<file path="src/pkg/fpmc_pkg.sv">
package fpmc_pkg;
    // apb register byte offsets
    localparam logic [11:0] FPMC_CTRL_OFS = 12'h000;
    localparam logic [11:0] FPMC_STAT_OFS = 12'h004;
    localparam logic [11:0] FPMC_PARAM_OFS = 12'h008;
    localparam logic [11:0] FPMC_TC_OFS = 12'h00c;
    localparam logic [11:0] FPMC_LEVEL_OFS = 12'h010;
    // control field positions
    localparam int FPMC_CTRL_LOCK_BIT = 0;
    localparam int FPMC_CTRL_PRESET_BIT = 1;
    // reset values
    localparam logic FPMC_LOCK_RST = 1'b1;
    localparam logic [3:0] FPMC_ITEM_RST = 4'h0;
    localparam logic signed [7:0] FPMC_LEVEL_RST = 8'sh00;
    // parameter list
    localparam logic [3:0] FPMC_GEN_SETUP_ITEM = 4'h0;
    localparam logic [3:0] FPMC_LTC_LEVEL_ITEM = 4'h1;
    localparam logic [3:0] FPMC_VIDEO_SYNC_ITEM = 4'h2;
    localparam int FPMC_NUM_ITEMS = 8;
    // level figures in dBu
    localparam logic signed [7:0] FPMC_LEVEL_STEP = 8'sh03;
    localparam logic signed [7:0] FPMC_LEVEL_MIN = -8'sh18;
    localparam logic signed [7:0] FPMC_LEVEL_MAX = 8'sh09;
    // timing
    localparam int FPMC_CLK_MHZ = 250;
    localparam int FPMC_DEBOUNCE_US = 10;
    localparam int FPMC_DEBOUNCE_CYC = FPMC_DEBOUNCE_US * FPMC_CLK_MHZ;
    localparam int FPMC_REPEAT_MS = 100;
    localparam int FPMC_REPEAT_CYC = FPMC_REPEAT_MS * 1000 * FPMC_CLK_MHZ;

    typedef enum logic [1:0] {
        FPMC_SHOW_TC = 2'b00,
        FPMC_SHOW_NAME = 2'b01,
        FPMC_SHOW_VALUE = 2'b10
    } fpmc_mode_t;

    typedef struct packed {
        logic setKey;
        logic downKey;
        logic upKey;
        logic runKey;
        logic clockRefKey;
        logic posRefKey;
        logic frameRateKey;
    } fpmc_keys_t;

    typedef struct packed {
        logic psel;
        logic penable;
        logic pwrite;
        logic [11:0] paddr;
        logic [31:0] pwdata;
    } fpmc_apb_req_t;
endpackage

</file>
<file path="src/verilog/fpmc_front_panel.sv">
`timescale 1ns/10ps
module fpmc_front_panel #(
    parameter int DEBOUNCE_CYC = fpmc_pkg::FPMC_DEBOUNCE_CYC,
    parameter int REPEAT_CYC = fpmc_pkg::FPMC_REPEAT_CYC
) (
    // clock and reset
    input wire logic sys_clk,
    input wire logic reset_n,
    // apb slave
    input wire fpmc_pkg::fpmc_apb_req_t apbReq,
    output logic [31:0] prdata,
    output logic pready,
    output logic pslverr,
    // front panel keys, high while pressed
    input wire fpmc_pkg::fpmc_keys_t keys,
    // display, lamps, generator run and counter clear
    output logic [1:0] displayMode,
    output logic [3:0] shownItem,
    output logic signed [7:0] shownLevel,
    output logic [1:0] cursorField,
    output logic lockoutLamp,
    output logic generatorRun,
    output logic counterClearPulse
);
    import fpmc_pkg::*;

    localparam int NK = 7;
    localparam int DBW = $clog2(DEBOUNCE_CYC + 1);
    localparam int RPW = $clog2(REPEAT_CYC + 1);

    function automatic logic [3:0] stepItem(input logic [3:0] it, input logic up);
        logic [3:0] n;
        n = 4'h0;
        if (up) begin
            n = (it == 4'(FPMC_NUM_ITEMS - 1)) ? 4'h0 : it + 4'h1;
        end else begin
            n = (it == 4'h0) ? 4'(FPMC_NUM_ITEMS - 1) : it - 4'h1;
        end
        return n;
    endfunction

    // debounce: a key state is accepted after it has been stable for DEBOUNCE_CYC
    logic [NK-1:0] rawKeys;
    logic [NK-1:0] stable_q;
    logic [NK-1:0] prev_q;
    logic [DBW-1:0] dbCnt_q [NK];
    assign rawKeys = keys;

    always_ff @(posedge sys_clk or negedge reset_n) begin
        if (!reset_n) begin
            dbCnt_q <= '{default: '0};
            stable_q <= '0;
        end else begin
            for (int k = 0; k < NK; k++) begin
                if (rawKeys[k] == stable_q[k]) begin
                    dbCnt_q[k] <= '0;
                end else if (dbCnt_q[k] == DBW'(DEBOUNCE_CYC - 1)) begin
                    dbCnt_q[k] <= '0;
                    stable_q[k] <= rawKeys[k];
                end else begin
                    dbCnt_q[k] <= dbCnt_q[k] + 1'b1;
                end
            end
        end
    end

    always_ff @(posedge sys_clk or negedge reset_n) begin
        if (!reset_n) begin
            prev_q <= '0;
        end else begin
            prev_q <= stable_q;
        end
    end

    wire [NK-1:0] pressEdge = stable_q & ~prev_q;
    // bit order follows struct: set down up run clk pos frame
    wire setPress = pressEdge[6];
    wire downHeld = stable_q[5];
    wire upHeld = stable_q[4];
    wire runPress = pressEdge[3];
    wire exitCombo = &stable_q[2:0];

    // auto-repeat on held down/up
    logic [RPW-1:0] rptCnt_q;
    wire singleHeld = downHeld ^ upHeld;
    wire rptTick = singleHeld && (rptCnt_q == RPW'(REPEAT_CYC - 1));
    always_ff @(posedge sys_clk or negedge reset_n) begin
        if (!reset_n) begin
            rptCnt_q <= '0;
        end else if (!singleHeld || rptTick) begin
            rptCnt_q <= '0;
        end else begin
            rptCnt_q <= rptCnt_q + 1'b1;
        end
    end

    logic lockout_q;
    logic lockout_d;
    fpmc_mode_t mode_q;
    fpmc_mode_t mode_d;
    logic [3:0] item_q;
    logic [3:0] item_d;
    logic signed [7:0] level_q;
    logic signed [7:0] level_d;
    logic signed [7:0] edit_q;
    logic signed [7:0] edit_d;
    logic [1:0] field_q;
    logic [1:0] field_d;
    logic run_q;
    logic run_d;
    logic clr_q;
    logic clr_d;
    logic preset_q;

    wire stepDn = (pressEdge[5] && !upHeld) || (rptTick && downHeld);
    wire stepUp = (pressEdge[4] && !downHeld) || (rptTick && upHeld);
    wire tabPress = (pressEdge[5] && upHeld) || (pressEdge[4] && downHeld);
    wire active = !lockout_q;
    wire editTc = (mode_q == FPMC_SHOW_VALUE) && (item_q == FPMC_GEN_SETUP_ITEM);
    wire editLvl = item_q == FPMC_LTC_LEVEL_ITEM;
    wire signed [7:0] lvlUp = (edit_q >= FPMC_LEVEL_MAX - FPMC_LEVEL_STEP) ?
        FPMC_LEVEL_MAX : edit_q + FPMC_LEVEL_STEP;
    wire signed [7:0] lvlDn = (edit_q <= FPMC_LEVEL_MIN + FPMC_LEVEL_STEP) ?
        FPMC_LEVEL_MIN : edit_q - FPMC_LEVEL_STEP;

    // apb decode
    wire apbWr = apbReq.psel && apbReq.penable && apbReq.pwrite;
    wire apbRd = apbReq.psel && !apbReq.pwrite;
    wire wrCtrl = apbWr && (apbReq.paddr == FPMC_CTRL_OFS);
    wire [31:0] rdMux =
        (apbReq.paddr == FPMC_CTRL_OFS) ? {30'h0, preset_q, lockout_q} :
        (apbReq.paddr == FPMC_STAT_OFS) ? {26'h0, field_q, run_q, 1'b0, mode_q} :
        (apbReq.paddr == FPMC_PARAM_OFS) ? {28'h0, item_q} :
        (apbReq.paddr == FPMC_LEVEL_OFS) ? {{24{level_q[7]}}, level_q} : 32'h0;
    wire mapped = (apbReq.paddr == FPMC_CTRL_OFS) || (apbReq.paddr == FPMC_STAT_OFS) ||
        (apbReq.paddr == FPMC_PARAM_OFS) || (apbReq.paddr == FPMC_LEVEL_OFS);

    always_comb begin
        lockout_d = lockout_q;
        mode_d = mode_q;
        item_d = item_q;
        level_d = level_q;
        edit_d = edit_q;
        field_d = field_q;
        run_d = run_q;
        clr_d = 1'b0;
        if (lockout_q && exitCombo) begin
            lockout_d = 1'b0;
        end else if (wrCtrl) begin
            lockout_d = apbReq.pwdata[FPMC_CTRL_LOCK_BIT];
        end
        if (active) begin
            unique case (mode_q)
                FPMC_SHOW_TC: begin
                    if (setPress) begin
                        mode_d = FPMC_SHOW_NAME;
                    end else if (runPress && preset_q) begin
                        run_d = !run_q;
                    end else if (runPress) begin
                        clr_d = 1'b1;
                    end
                end
                FPMC_SHOW_NAME: begin
                    if (setPress) begin
                        mode_d = FPMC_SHOW_VALUE;
                        edit_d = level_q;
                        field_d = 2'h0;
                    end else if (runPress) begin
                        mode_d = FPMC_SHOW_TC;
                    end else if (stepUp) begin
                        item_d = stepItem(item_q, 1'b1);
                    end else if (stepDn) begin
                        item_d = stepItem(item_q, 1'b0);
                    end
                end
                FPMC_SHOW_VALUE: begin
                    if (setPress) begin
                        mode_d = FPMC_SHOW_TC;
                        if (editLvl) begin
                            level_d = edit_q;
                        end
                    end else if (runPress) begin
                        mode_d = FPMC_SHOW_TC;
                    end else if (tabPress && editTc) begin
                        field_d = field_q + 2'h1;
                    end else if (stepUp && editLvl) begin
                        edit_d = lvlUp;
                    end else if (stepDn && editLvl) begin
                        edit_d = lvlDn;
                    end
                end
                default: mode_d = FPMC_SHOW_TC;
            endcase
        end
    end

    always_ff @(posedge sys_clk or negedge reset_n) begin
        if (!reset_n) begin
            lockout_q <= FPMC_LOCK_RST;
            preset_q <= 1'b0;
            mode_q <= FPMC_SHOW_TC;
            item_q <= FPMC_ITEM_RST;
            level_q <= FPMC_LEVEL_RST;
            edit_q <= FPMC_LEVEL_RST;
            field_q <= 2'h0;
            run_q <= 1'b0;
            clr_q <= 1'b0;
            prdata <= 32'h0;
            pready <= 1'b0;
            pslverr <= 1'b0;
        end else begin
            lockout_q <= lockout_d;
            if (wrCtrl) begin
                preset_q <= apbReq.pwdata[FPMC_CTRL_PRESET_BIT];
            end
            mode_q <= mode_d;
            item_q <= item_d;
            level_q <= level_d;
            edit_q <= edit_d;
            field_q <= field_d;
            run_q <= run_d;
            clr_q <= clr_d;
            pready <= apbReq.psel && !apbReq.penable;
            pslverr <= apbReq.psel && !apbReq.penable && !mapped;
            if (apbRd && !apbReq.penable) begin
                prdata <= rdMux;
            end
        end
    end

    always_ff @(posedge sys_clk or negedge reset_n) begin
        if (!reset_n) begin
            displayMode <= 2'b00;
            shownItem <= 4'h0;
            shownLevel <= 8'sh00;
            cursorField <= 2'h0;
            lockoutLamp <= FPMC_LOCK_RST;
        end else begin
            displayMode <= mode_d;
            shownItem <= item_d;
            shownLevel <= edit_d;
            cursorField <= field_d;
            lockoutLamp <= lockout_d;
        end
    end
    assign generatorRun = run_q;
    assign counterClearPulse = clr_q;

    a_lockout_lamp: assert property (@(posedge sys_clk) disable iff (!reset_n)
        lockoutLamp == lockout_q) else $error("lamp not tracking lockout");
    a_lockout_ignore: assert property (@(posedge sys_clk) disable iff (!reset_n)
        lockout_q && setPress |=> $stable(mode_q)) else $error("key acted in lockout");
    a_exit_combo: assert property (@(posedge sys_clk) disable iff (!reset_n)
        lockout_q && exitCombo |=> !lockout_q) else $error("exit combo ignored");
    a_set_from_tc: assert property (@(posedge sys_clk) disable iff (!reset_n)
        active && mode_q == FPMC_SHOW_TC && setPress |=> mode_q == FPMC_SHOW_NAME)
        else $error("set did not show names");
    a_set_commit: assert property (@(posedge sys_clk) disable iff (!reset_n)
        active && mode_q == FPMC_SHOW_VALUE && setPress && editLvl
        |=> level_q == $past(edit_q) && mode_q == FPMC_SHOW_TC)
        else $error("commit failed");
    a_cancel_keeps: assert property (@(posedge sys_clk) disable iff (!reset_n)
        active && mode_q == FPMC_SHOW_VALUE && runPress && !setPress
        |=> $stable(level_q) && mode_q == FPMC_SHOW_TC) else $error("cancel wrote");
    a_level_range: assert property (@(posedge sys_clk) disable iff (!reset_n)
        edit_q >= FPMC_LEVEL_MIN && edit_q <= FPMC_LEVEL_MAX)
        else $error("level out of range");
    a_clear_pulse: assert property (@(posedge sys_clk) disable iff (!reset_n)
        counterClearPulse |-> $past(mode_q) == FPMC_SHOW_TC && !$past(preset_q))
        else $error("clear outside time code");
    a_run_toggle: assert property (@(posedge sys_clk) disable iff (!reset_n)
        active && mode_q == FPMC_SHOW_TC && preset_q && runPress && !setPress
        |=> run_q != $past(run_q)) else $error("run did not toggle");
    a_tab_field: assert property (@(posedge sys_clk) disable iff (!reset_n)
        active && editTc && tabPress && !setPress && !runPress
        |=> field_q == $past(field_q) + 2'h1) else $error("tab did not advance");
    a_name_step: assert property (@(posedge sys_clk) disable iff (!reset_n)
        active && mode_q == FPMC_SHOW_NAME && (stepUp || stepDn) && !setPress && !runPress
        |=> item_q != $past(item_q)) else $error("name did not step");
    c_commit: cover property (@(posedge sys_clk) mode_q == FPMC_SHOW_VALUE && setPress);
    c_unlock: cover property (@(posedge sys_clk) lockout_q && exitCombo);
    c_repeat: cover property (@(posedge sys_clk) rptTick);
    c_tab: cover property (@(posedge sys_clk) active && editTc && tabPress);
    c_cancel: cover property (@(posedge sys_clk) mode_q == FPMC_SHOW_VALUE && runPress);
endmodule

</file>
<file path="config.mk">
export PLATFORM = sky130hd
export DESIGN_NAME = fpmc_front_panel
export DESIGN_NICKNAME = d
export VERILOG_FILES = /design/src/pkg/fpmc_pkg.sv /design/src/verilog/fpmc_front_panel.sv
export SDC_FILE = /design/constraint.sdc
export NUM_CORES = 1
export LEC_CHECK = 0
export ABC_AREA = 1
export BUFFER_PORTS_ARGS = -buffer_cell sky130_fd_sc_hd__buf_4
export CORE_MARGIN = 2
export CORE_UTILIZATION = 25
export CTS_CLUSTER_SIZE = 16
export DETAILED_ROUTE_END_ITERATION = 7
export GPL_TIMING_DRIVEN = 0
export PLACE_DENSITY_LB_ADDON = 0.05
export SYNTH_ARGS = -nofsm -noshare
export SYNTH_HDL_FRONTEND = slang
export SYNTH_SLANG_ARGS = --single-unit
export TNS_END_PERCENT = 30
</file>
<file path="constraint.sdc">
create_clock -name sys_clk -period 2.1 [get_ports sys_clk]
set_input_delay 0.315 -clock sys_clk [delete_from_list [all_inputs] [get_ports sys_clk]]
set_output_delay 0.315 -clock sys_clk [all_outputs]
set_load 0.01 [all_outputs]
</file>
Word level (Yosys, flattened, before mapping)
Index checks and enable logic that the tools add are counted.
{"block": "word_totals", "reg_bits": 185, "in_bits": 56, "output_inout_bits": 53, "word_cells": 188}
{"block": "classes", "n_addsub": 13, "n_lt_le_gt_ge": 2, "eq_ne": 29, "n_mux": 49, "n_bitwise": 13, "n_reduce_logical": 54}
{"op": "$mux W12", "count": 14}
{"op": "$mux W32", "count": 4}
{"op": "$add A12 B1 Y12 const B", "count": 7}
{"op": "$eq A12 B12 Y1 const B", "count": 7}
{"op": "$mux W8", "count": 8}
{"op": "$add A25 B1 Y25 const B", "count": 1}
{"op": "$eq A25 B25 Y1 const B", "count": 1}
{"op": "$mux W25", "count": 1}
{"op": "$logic_and A1 B1 Y1", "count": 20}
{"op": "$mux W2", "count": 8}
{"op": "$mux W4", "count": 4}
{"op": "$pmux W8 S2", "count": 1}
{"op": "$reduce_and A2 Y1", "count": 8}
{"op": "$eq A12 B3 Y1 const B", "count": 1}
{"op": "$eq A12 B4 Y1 const B", "count": 1}
{"op": "$eq A12 B5 Y1 const B", "count": 1}
{"op": "$logic_not A12 Y1", "count": 1}
{"op": "$ne A2 B2 Y1 const B", "count": 5}
{"op": "$not A1 Y1", "count": 10}
{"op": "$add A8 B3 Y8 const B", "count": 1}
{"op": "$ge A8 B4 Y1 const B", "count": 1}
{"op": "$le A8 B6 Y1 const B", "count": 1}
{"op": "$reduce_and A4 Y1", "count": 2}
{"op": "$sub A8 B3 Y8 const B", "count": 1}
{"op": "25 further kinds", "count": 51}

Longest topological paths before layout
Gate-level depths: netlist of run 1.
{"block": "depth", "depth_word": 11, "depth_mapped": 14, "mapped_depth_nobuf": 14}

Least setup slack after synthesis of run 1
OpenSTA, ideal clock, no wires.
{"block": "synth_path", "path_type": "register to register", "from": "register shownItem[1] (netlist name)", "to": "register level_q[6]", "setup_time_ps": 130, "arrival_time_ps": 1523, "required_time_ps": 1970, "slack_ps": 447, "path_stages_with_launch": 9, "n_path_buf": 1, "period_less_slack_ps": 1653, "cell_sequence": "dfrtp_1 -> inv_1 -> ha_1 -> inv_1 -> nor2_4 -> nand4_2 -> clkbuf_1 -> nand2_1 -> o21ai_1"}
{"element": "to (signal assigned)", "line": "fpmc_front_panel.sv:218", "text": "level_q <= level_d;"}
{"element": "to (decl)", "line": "fpmc_front_panel.sv:103", "text": "logic signed [7:0] level_q;"}

==> summary.md, run 1 <==
| Metric | Value |
|---|---|
| Post-Synth XOR/XNOR Area | 0.0427 |
| CP max stage cell | dfrtp_1 |
| Tot GR Track Use | 0.131 |
| Hold Path Origin | apbReq[45] |
| Cell area after synthesis | 8620 um2 |
| GRT Residual Overflow | 0 |
| TritonRoute pass-1 iters | 4 |
| Max Slew Vio Count | 0 |
| Crit Reg-Reg Startpoint | rptCnt_q[0]$_DFF_PN0_ |
| Leak pwr | 4.78 nW |
| Hpwl dp | 16400 um |
| Number of port buffers | 78 |
| Setup TNS | 0 ns |
| Adder-cell share of the synthesized area | 0.0218 |
| Post-synth EDFFs | 0 |
| Slew HR | 0.426 |
| Syn Nets | 1149 |
| Post-route ant nets | 0 |
| Syn Inst Count | 1078 |
| CTS tree | yes |
| Seq/Total Area, Yosys | 0.459 |
| Most common cell after layout, fill and taps aside | nand2_1 |
| Flop2flop setup slack | 0.21 ns |
| Worst Skew | 0.0118 ns |
| Io pins | 109 |
| Die X | 190 um |
| Post-route cell area | 10400 um2 |
| Worst path required time | 1.78 ns |
| Final Setup Violations | 0 |
| Synth Warn # | 0 |
| Power Total | 0.00809 W |
| Yosys top cell by area | dfrtp_1 |
| Root Buffer Master | clkbuf_16 |
| Synth top area share | 0.456 |
| DIE HEIGHT | 190 um |
| Pwr dens | 777 nW/um2 |
| Hold Path Class | in2reg |
| Cell row count | 68 |
| Initial Util | 0.251 |
| H-tree depth | 4 |
| Initial antenna violation count | 0 |
| Clk sinks | 158 |
| Max Cap Viol | 0 |
| Diode count | 0 |
| Number of synthesized register bits | 158 |
| Fraction of layout cells with a size suffix above 1 | 0.169 |
| P&R area growth vs syn | 20.8% |
| Drt wl/cell | 13.5 um |
| Most frequent cells in the layout | nand2_1, dfrtp_1, nor2_1, inv_1, buf_4 |
| TritonCTS Buffers | 17 |
| Top FF cell, synth | dfrtp_1 |
| Largest net degree at the start of global routing | 108 |
| Post-layout min period | 1.91 ns |
| Final Util | 0.304 |
| Dominant combinational cell family by area after synthesis | simple AND/OR/NAND/NOR gates |
| Reg-to-Reg End | shownLevel[4]$_DFFE_PN0P_ |
| CP max stage delay | 0.83 ns |
| Period Utilization, post-route | 0.909 |
| FFs w/ async S/R, synth | 1.00 |
| Worst skew pair latency | 0.43 ns |
| Mux cell area share after synthesis | 0.00784 |
| RSZ-0062 raised after global routing | no |
| Via Count | 7111 |
| CP max FO | 26 |
| Cell breakdown of the critical path | buf_4 -> buf_4 |
| Peak supply drop | 0.000537 V |
| Cell variety after synth | 49 |
| CP bufs+invs | 2 |
| CTS Buffer Depth | 2 |
| Synth area leaders | dfrtp_1, nand2_1, nor2_1 |
| Vias per inst | 4.32 |
| CP dominant cell by count | buf_4 |
| Area after DPL | 9810 um2 |
| Final nets | 1250 |
| DRC | 0 |
| Worst Max-Slew Pin Slew | 0.855 ns |
| Hold Path Stages | 2 |
| Detailed-route wire length | 22200 um |
| CP startpoint kind | flop |
| R2R depth | 13 |
| Final Hold Vio Count | 0 |
| Max Fclk | 524 MHz |
| Die ar. | 36000 um2 |
| Hold endpoint | pready$_DFF_PN0_ |
| Critical path's top delay family | flip-flops |
| Gpl congestion | 0.752 |
| Avg Cell Area, Syn | 8.00 um2 |
| Critical Path AT | 1.59 ns |
| Compound-Gate Fraction of Synth Area | 0.0869 |
| Kind of critical path | reg2out |
| Detailed Route Iter0 Violations | 372 |
| Post-synthesis simple-gate area fraction | 0.296 |
| Core Footprint | 34300 um2 |
| Clock transition at the registers of the reported paths | 0.07 ns |
| Crit path capture type | output pin |
| Vias in the first global route | 7196 |
| Worst hold slack | 0.0582 ns |
| Run status | finished clean |
| First-pass GRT wire length | 37500 um |
==> through the flow <==
stage                     worst slack, ns  std cells
after floorplan                     0.447       1078
final                               0.192       1647
after global placement             -0.426       1611
after CTS                          0.0212       1645
after detailed placement           0.0414       1612
after global routing              0.00564       1647
==> routing by layer <==
layer,share of wire,global-route usage,vias up
met5,0,0,-
met4,0.0081,0.0349,0
met3,0.021,0.0271,7
met2,0.49,0.221,52
met1,0.49,0.169,3345
li1,-,-,3707
==> worst max-delay path by stage <==
stage / to / startpoint / depth (start not counted) / slack [ns]
floorplan: level_q[6]$_DFFE_PN0P_ / shownItem[1]$_DFFE_PN0P_ / 8 / 0.45
global placement: dbCnt_q[48]$_DFF_PN0_ / reset_n / 1 / -0.43
detailed placement: prdata[2]$_DFFE_PN0P_ / apbReq[33] / 8 / 0.04
CTS: level_q[6]$_DFFE_PN0P_ / shownItem[1]$_DFFE_PN0P_ / 8 / 0.02
global route: dbCnt_q[34]$_DFF_PN0_ / dbCnt_q[24]$_DFF_PN0_ / 9 / 0.006
finish: prdata[18] / prdata[30]$_DFFE_PN0P_ / 2 / 0.19
==> synthesized netlist by cell type, types with 11 or more instances <==
cell,number
a21oi_1,50
buf_4,24
dfrtp_1,157
ha_1,15
inv_1,121
inv_2,14
nand2_1,205
nand3_1,60
nand4_1,26
nor2_1,153
nor3_1,40
nor3b_1,13
nor4_1,11
o21ai_0,32
o21ai_1,29
xnor2_1,11
xor2_1,31
==> flip-flops by register name, indices dropped and copies added (netlist names), 2 cells and up <==
signal / count
dbCnt_q: 84
shownItem: 4
level_q: 8
shownLevel: 8
prdata: 8
prev_q: 4
cursorField: 2
displayMode: 2
rptCnt_q: 25
stable_q: 7
==> kinds of logic after synthesis <==
kind of cell | after synthesis
fa+ha+maj | 15
xor+xnor | 42
mux | 6
simple gates | 549
flops | 158
buf+inv | 172
compound gates | 136
==> layout make-up <==
class | instances | area (um2)
buffer | 32 | 216
clock buffer | 17 | 425
clock inverter | 15 | 151
fill | 3707 | 23900
inverter | 140 | 532
multi-input combinational | 748 | 3930
sequential | 158 | 3960
tap | 455 | 569
timing repair buffer | 82 | 646
==> report_power, final <==
group	total, W	internal, W	switching, W
registers	0.00338	0.00320	0.000171
clock network	0.00312	0.00168	0.00144
logic	0.00160	0.000576	0.00102
==> repair_timing <==
action,in CTS,in global routing
hold buffers,1,0
gates resized for setup,0,4
hold endpoints to repair,51,0
buffers inserted,0,2
setup endpoints to repair,0,13
Power figures use the tool's default switching activity.
==> run 2: changes to the inputs <==
CORE_UTILIZATION = 50   (was 25)
==> run 2 against run 1 <==
Clock-buffer cell count is 7 higher. Critical path depth up 6. Sequential power is essentially flat. Power decreased by 3.4%. Register-to-register slack worse by 0.04 ns. Maximum frequency decreased by 1.1%. Global-route usage grew 8.1 points. Highest routed layer unchanged. Sequential cell count unchanged. Wire length down 17%.
==> summary.md, run 2 (synthesized netlist as in run 1, its figures left out) <==
| Metric | Value |
|---|---|
| Vias in the first global route | 6649 (-7.6%) |
| Drt wl/cell | 13.1 um (-3.2%) |
| Peak supply drop | 0.000718 V (+34%) |
| CP max FO | 10 (-62%) |
| Worst Max-Slew Pin Slew | 0.813 ns (-0.0417 ns) |
| P&R area growth vs syn | 16.9% |
| Post-Layout Cell Count | 1414 (-14%) |
| Clk sinks | 158 (unchanged) |
| H-tree depth | 4 (unchanged) |
| Gpl congestion | 0.844 (+12%) |
| Core Footprint | 17100 um2 (-50%) |
| Final Setup Violations | 0 (unchanged) |
| DIE HEIGHT | 135 um (-29%) |
| Hold Path Class | in2reg |
| GRT Residual Overflow | 0 (unchanged) |
| Final nets | 1248 (-0.16%) |
| Period Utilization, post-route | 0.919 (+0.0102) |
| Most frequent cells in the layout | nand2_1, dfrtp_1, nor2_1, inv_1, buf_4 |
| Io pins | 109 (unchanged) |
| Worst skew pair latency | 0.43 ns (about the same) |
| CTS Buffer Depth | 2 (unchanged) |
| Most common cell after layout, fill and taps aside | nand2_1 |
| Max Slew Vio Count | 0 (unchanged) |
| CP startpoint kind | flop |
| TritonRoute pass-1 iters | 7 (+3) |
| Number of port buffers | 78 (unchanged) |
| Post-route ant nets | 0 (unchanged) |
| TritonCTS Buffers | 17 (unchanged) |
| Leak pwr | 4.76 nW (-0.49%) |
| Initial Util | 0.506 (+0.254) |
| Detailed Route Iter0 Violations | 379 (+1.9%) |
| RSZ-0062 raised after global routing | no |
| Max FFs per register | 84 (unchanged) |
| Critical Path AT | 2.24 ns (+0.65 ns) |
| Crit path capture type | flop |
| Kind of critical path | reg2reg |
| Slew HR | 0.452 (+0.0263) |
| Tot GR Track Use | 0.212 (+0.0811) |
| Storage cell area | 3960 um2 (unchanged) |
| Pwr dens | 775 nW/um2 (-0.14%) |
| Post-layout min period | 1.93 ns (+0.0214 ns) |
| Worst hold slack | 0.0832 ns (+0.0250 ns) |
| Vias per inst | 5.08 (+18%) |
| Run status | finished clean |
| Hpwl dp | 13500 um (-17%) |
| Largest net degree at the start of global routing | 104 (-3.7%) |
| Largest Register | dbCnt_q |
| Diode count | 0 (unchanged) |
| Fill count | 1600 (-57%) |
| First-pass GRT wire length | 31200 um (-17%) |
| CTS tree | yes |
| Max Cap Viol | 0 (unchanged) |
| Fraction of layout cells with a size suffix above 1 | 0.161 (-0.00714) |
| Via Count | 7182 (+1.0%) |
| Initial antenna violation count | 0 (unchanged) |
| Largest registers | dbCnt_q: 84 flops, rptCnt_q: 25 flops |
| DRC | 0 (unchanged) |
| Detailed-route wire length | 18500 um (-17%) |
| Final Hold Vio Count | 0 (unchanged) |
| Die X | 135 um (-29%) |
| Die ar. | 18300 um2 (-49%) |
| Clock transition at the registers of the reported paths | 0.06 ns (about the same) |
| Cells after DPL | 1382 (-14%) |
| Area occupied by multi-input gates | 3920 um2 (about the same) |
| Max Fclk | 518 MHz (-1.1%) |
| Cell row count | 48 (-29%) |
| Worst Skew | 0.00939 ns (-0.00239 ns) |
| Root Buffer Master | clkbuf_16 |
| Worst path required time | 2.41 ns (+0.63 ns) |
| Power Total | 0.00782 W (-3.4%) |
-- run 2: cell count changes in the layout (fill, tap and decap cells not counted) --
cell,before,now
inv_8,2,0
o21ai_1,28,29
inv_1,120,121
inv_2,15,14
clkinv_4,4,1
clkinv_2,2,6
clkbuf_8,0,3
buf_4,103,101
o21ai_2,2,1
clkbuf_1,3,7
clkinvlp_4,2,1
inv_6,6,0
-- run 2: report_power, final --
part / internal (W) / leakage (nW) / switching (W) / total [W]
clock: 0.00171 / 0.270 / 0.00119 / 0.00290
combinational: 0.000569 / 2.35 / 0.000969 / 0.00154
sequential: 0.00321 / 2.14 / 0.000172 / 0.00338
-- run 2: routing by layer --
| layer | vias up | part of all wire | global-route usage |
|---|---|---|---|
| met5 | - | 0 | 0 |
| met4 | 0 | 0.015 | 0.0694 |
| met3 | 21 | 0.053 | 0.0501 |
| met2 | 133 | 0.44 | 0.334 |
| met1 | 3325 | 0.49 | 0.290 |
| li1 | 3703 | - | - |
-- run 2: final cells by class --
class / instances / share of cell area
repair buffers: 80 / 0.0626
clock buffers: 24 / 0.0478
plain buffers: 32 / 0.0215
flip-flops and latches: 158 / 0.392
multi-input cells: 748 / 0.389
inverters: 140 / 0.0527
clock inverters: 7 / 0.00621
well taps: 225 / 0.0279
-- run 2: worst paths after layout --
check	start	endpoint	slack [ns]	cells past startpoint
worst min-delay path	apbReq[45]	pready$_DFF_PN0_	0.08	2
worst min register to register	stable_q[3]$_DFFE_PN0P_	prev_q[3]$_DFF_PN0_	0.45	0
worst max-delay path	shownItem[1]$_DFFE_PN0P_	level_q[7]$_DFFE_PN0P_	0.17	8
max in group asynchronous	reset_n	dbCnt_q[59]$_DFF_PN0_	0.88	3
worst max register to register	shownItem[1]$_DFFE_PN0P_	level_q[7]$_DFFE_PN0P_	0.17	8
min in group asynchronous	reset_n	rptCnt_q[15]$_DFF_PN0_	0.39	2
-- run 2: critical path, cell delays in order (launching register included) --
cell      delay [ns]
dfrtp_1         0.43
inv_1           0.19
ha_1            0.17
inv_1           0.06
nor2_4          0.30
nand4_2         0.25
clkbuf_2        0.26
nand2_1         0.08
o21ai_1         0.07
-- run 2: metrics by stage --
step	setup TNS, ns	worst slack (ns)	utilization	area [um2]
6_report	0	0.170	0.591	10100
5_1_grt	0	0.0156	0.591	10100
4_1_cts	0	0.127	0.591	10100
3_5_place_dp	0	0.137	0.558	9530
3_3_place_gp	-23.30	-0.162	0.556	9490
2_1_floorplan	0	0.447	-	8620
-- run 2: what timing repair did --
action                                  4_1_cts  5_1_grt
gates resized for setup                       0        2
buffers inserted                              0        0
endpoints found under the setup margin        0        2
hold buffers                                  1        0
hold endpoints to repair                     54        0
==> run 3: changes to the inputs <==
RECOVER_POWER = 25   (was default)
==> run 3 against run 2 <==
Die area did not move. Largest cell class unchanged. Clock power barely moved. Sequential cell count did not move. Critical path type unchanged. Global-route usage unchanged. Highest routed layer unchanged.
==> summary.md, run 3 (synthesized netlist as in run 1, its figures left out) <==
| Metric | Value |
|---|---|
| Cell row count | 48 (unchanged) |
| Worst skew pair latency | 0.43 ns (about the same) |
| Switching pwr | 0.00234 W (+0.16%) |
| Hpwl dp | 13500 um (unchanged) |
| Part of the power in registers | 0.433 (about the same) |
| Number of port buffers | 78 (unchanged) |
| CTS tree | yes |
| H-tree depth | 4 (unchanged) |
| CP max stage delay | 0.43 ns (about the same) |
| Clock transition at the registers of the reported paths | 0.06 ns (about the same) |
| Gpl congestion | 0.844 (unchanged) |
| CP startpoint kind | flop |
| Clk network pwr share | 0.371 (about the same) |
| TritonRoute pass-1 iters | 6 (-1) |
| TritonCTS Buffers | 17 (unchanged) |
| Final Hold Vio Count | 0 (unchanged) |
| Pwr dens | 778 nW/um2 (+0.38%) |
| Crit path capture type | flop |
| Tot GR Track Use | 0.212 (unchanged) |
| Most frequent cells in the layout | nand2_1, dfrtp_1, nor2_1, inv_1, buf_4 |
| Period Utilization, post-route | 0.927 (+0.00851) |
| Leak pwr | 4.70 nW (-1.2%) |
| Max Slew Vio Count | 0 (unchanged) |
| Detailed-route wire length | 18500 um (+0.14%) |
| Max Fclk | 513 MHz (-0.92%) |
| Final nets | 1248 (unchanged) |
| Largest net degree at the start of global routing | 104 (unchanged) |
| Critical path's top delay family | simple AND/OR/NAND/NOR gates |
| Root Buffer Master | clkbuf_16 |
| Max Cap Viol | 0 (unchanged) |
| P&R area growth vs syn | 16.3% |
| Detailed Route Iter0 Violations | 400 (+5.5%) |
| Slew HR | 0.454 (+0.00198) |
| Initial Util | 0.506 (unchanged) |
| DRC | 0 (unchanged) |
| CTS Buffer Depth | 2 (unchanged) |
| DIE HEIGHT | 135 um (unchanged) |
| Worst hold slack | 0.107 ns (+0.0239 ns) |
| Diode count | 0 (unchanged) |
| Initial antenna violation count | 0 (unchanged) |
| Final Util | 0.588 (-0.00330) |
| Cell breakdown of the critical path | inv_1 -> ha_1 -> inv_1 -> nor2_4 -> nand4_2 -> clkbuf_2 -> nand2_1 -> o21ai_1 |
| Drt wl/cell | 13.1 um (+0.14%) |
| Largest Register | dbCnt_q |
| Clk sinks | 158 (unchanged) |
| Switch share | 0.299 (+0.00102) |
| Critical Path AT | 2.26 ns (+0.02 ns) |
| Run status | finished clean |
| Peak supply drop | 0.000720 V (+0.39%) |
| Post-route ant nets | 0 (unchanged) |
| Via Count | 7213 (+0.43%) |
| Post-CTS Setup Bufs | 0 (unchanged) |
| Fraction of layout cells with a size suffix above 1 | 0.148 (-0.0135) |
| Worst Skew | 0.00896 ns (-0.000423 ns) |
| Power Total | 0.00780 W (-0.18%) |
| Vias in the first global route | 6649 (unchanged) |
| RSZ-0062 raised after global routing | no |
| Die X | 135 um (unchanged) |
| Kind of critical path | reg2reg |
| Setup TNS | 0 ns (unchanged) |
| CP max FO | 10 (unchanged) |
| GRT Residual Overflow | 0 (unchanged) |
| Worst Max-Slew Pin Slew | 0.810 ns (-0.00293 ns) |
| Comb power frac | 0.195 (-0.002) |
| Io pins | 109 (unchanged) |
| Max FFs per register | 84 (unchanged) |
| CP dominant cell by count | inv_1 |
| Die ar. | 18300 um2 (unchanged) |
| CP max stage cell | dfrtp_1 |
| Hold Path Class | in2reg |
| First-pass GRT wire length | 31200 um (unchanged) |
| Worst path required time | 2.41 ns (about the same) |
| Post-layout min period | 1.95 ns (+0.0179 ns) |
| CP bufs+invs | 3 (unchanged) |
| Core Footprint | 17100 um2 (unchanged) |
| Vias per inst | 5.10 (+0.43%) |
| Largest registers | dbCnt_q: 84 flops, rptCnt_q: 25 flops |
| Most common cell after layout, fill and taps aside | nand2_1 |
| Final Setup Violations | 0 (unchanged) |
| Pint | 0.00547 W (-0.32%) |
-- run 3: changes by cell type in the layout (fill, tap and decap cells not counted), sizes merged --
cell / previous run / this run
clkbuf: 28 / 43
clkinv: 10 / 11
buf: 107 / 92
inv: 135 / 134
-- run 3: final timing paths --
path	start	end	slack, ns	cells after the start
worst max-delay path	shownItem[1]$_DFFE_PN0P_	level_q[7]$_DFFE_PN0P_	0.15	8
worst min-delay path	apbReq[1]	preset_q$_DFFE_PN0P_	0.11	3
worst max register to register	shownItem[1]$_DFFE_PN0P_	level_q[7]$_DFFE_PN0P_	0.15	8
worst min register to register	stable_q[6]$_DFFE_PN0P_	prev_q[6]$_DFF_PN0_	0.45	0
max in group asynchronous	reset_n	dbCnt_q[59]$_DFF_PN0_	0.88	3
min in group asynchronous	reset_n	rptCnt_q[15]$_DFF_PN0_	0.39	2
-- run 3: tightest hold or removal path, delay by kind of cell --
family                 cells  cell delay, ns
AND/OR/NAND/NOR            2            0.09
buffers and inverters      1            0.09
-- run 3: layer usage --
metal  global-route usage  vias up  part of all wire
li1                     -     3703                 -
met1                0.290     3347              0.49
met2                0.334      143              0.44
met3               0.0501       20             0.055
met4               0.0694        0             0.015
met5                    0        -                 0
-- run 3: final cells by class --
cell class                 count  area, um2
buffer                        32        216
clock buffer                  24        482
clock inverter                 7       62.6
fill                        1615       7030
inverter                     140        532
multi-input combinational    748       3910
sequential                   158       3960
tap                          225        282
timing repair buffer          80        582
-- run 3: timing repair --
item                                   in CTS  in global routing
setup endpoints to repair                   0                  2
endpoints found under the hold margin      54                  0
hold buffers                                1                  0
gates resized for setup                     0                  2
-- run 3: power by group through the flow --
stage | Clock, W | Combinational [W] | Sequential, W
after floorplan | 0 | 0.00100 | 0.00343
after global placement | 0 | 0.00150 | 0.00343
after detailed placement | 0 | 0.00153 | 0.00344
after CTS | 0.00298 | 0.00154 | 0.00338
after global routing | 0.00310 | 0.00175 | 0.00341
final | 0.00290 | 0.00153 | 0.00338
-- run 3: stage by stage --
step | std cells | setup slack (ns) | area, um2
4_1_cts | 1414 | 0.127 | 10100
6_report | 1414 | 0.152 | 10000
2_1_floorplan | 1078 | 0.447 | 8620
3_5_place_dp | 1382 | 0.137 | 9530
3_3_place_gp | 1381 | -0.162 | 9490
5_1_grt | 1414 | 0.0112 | 10000
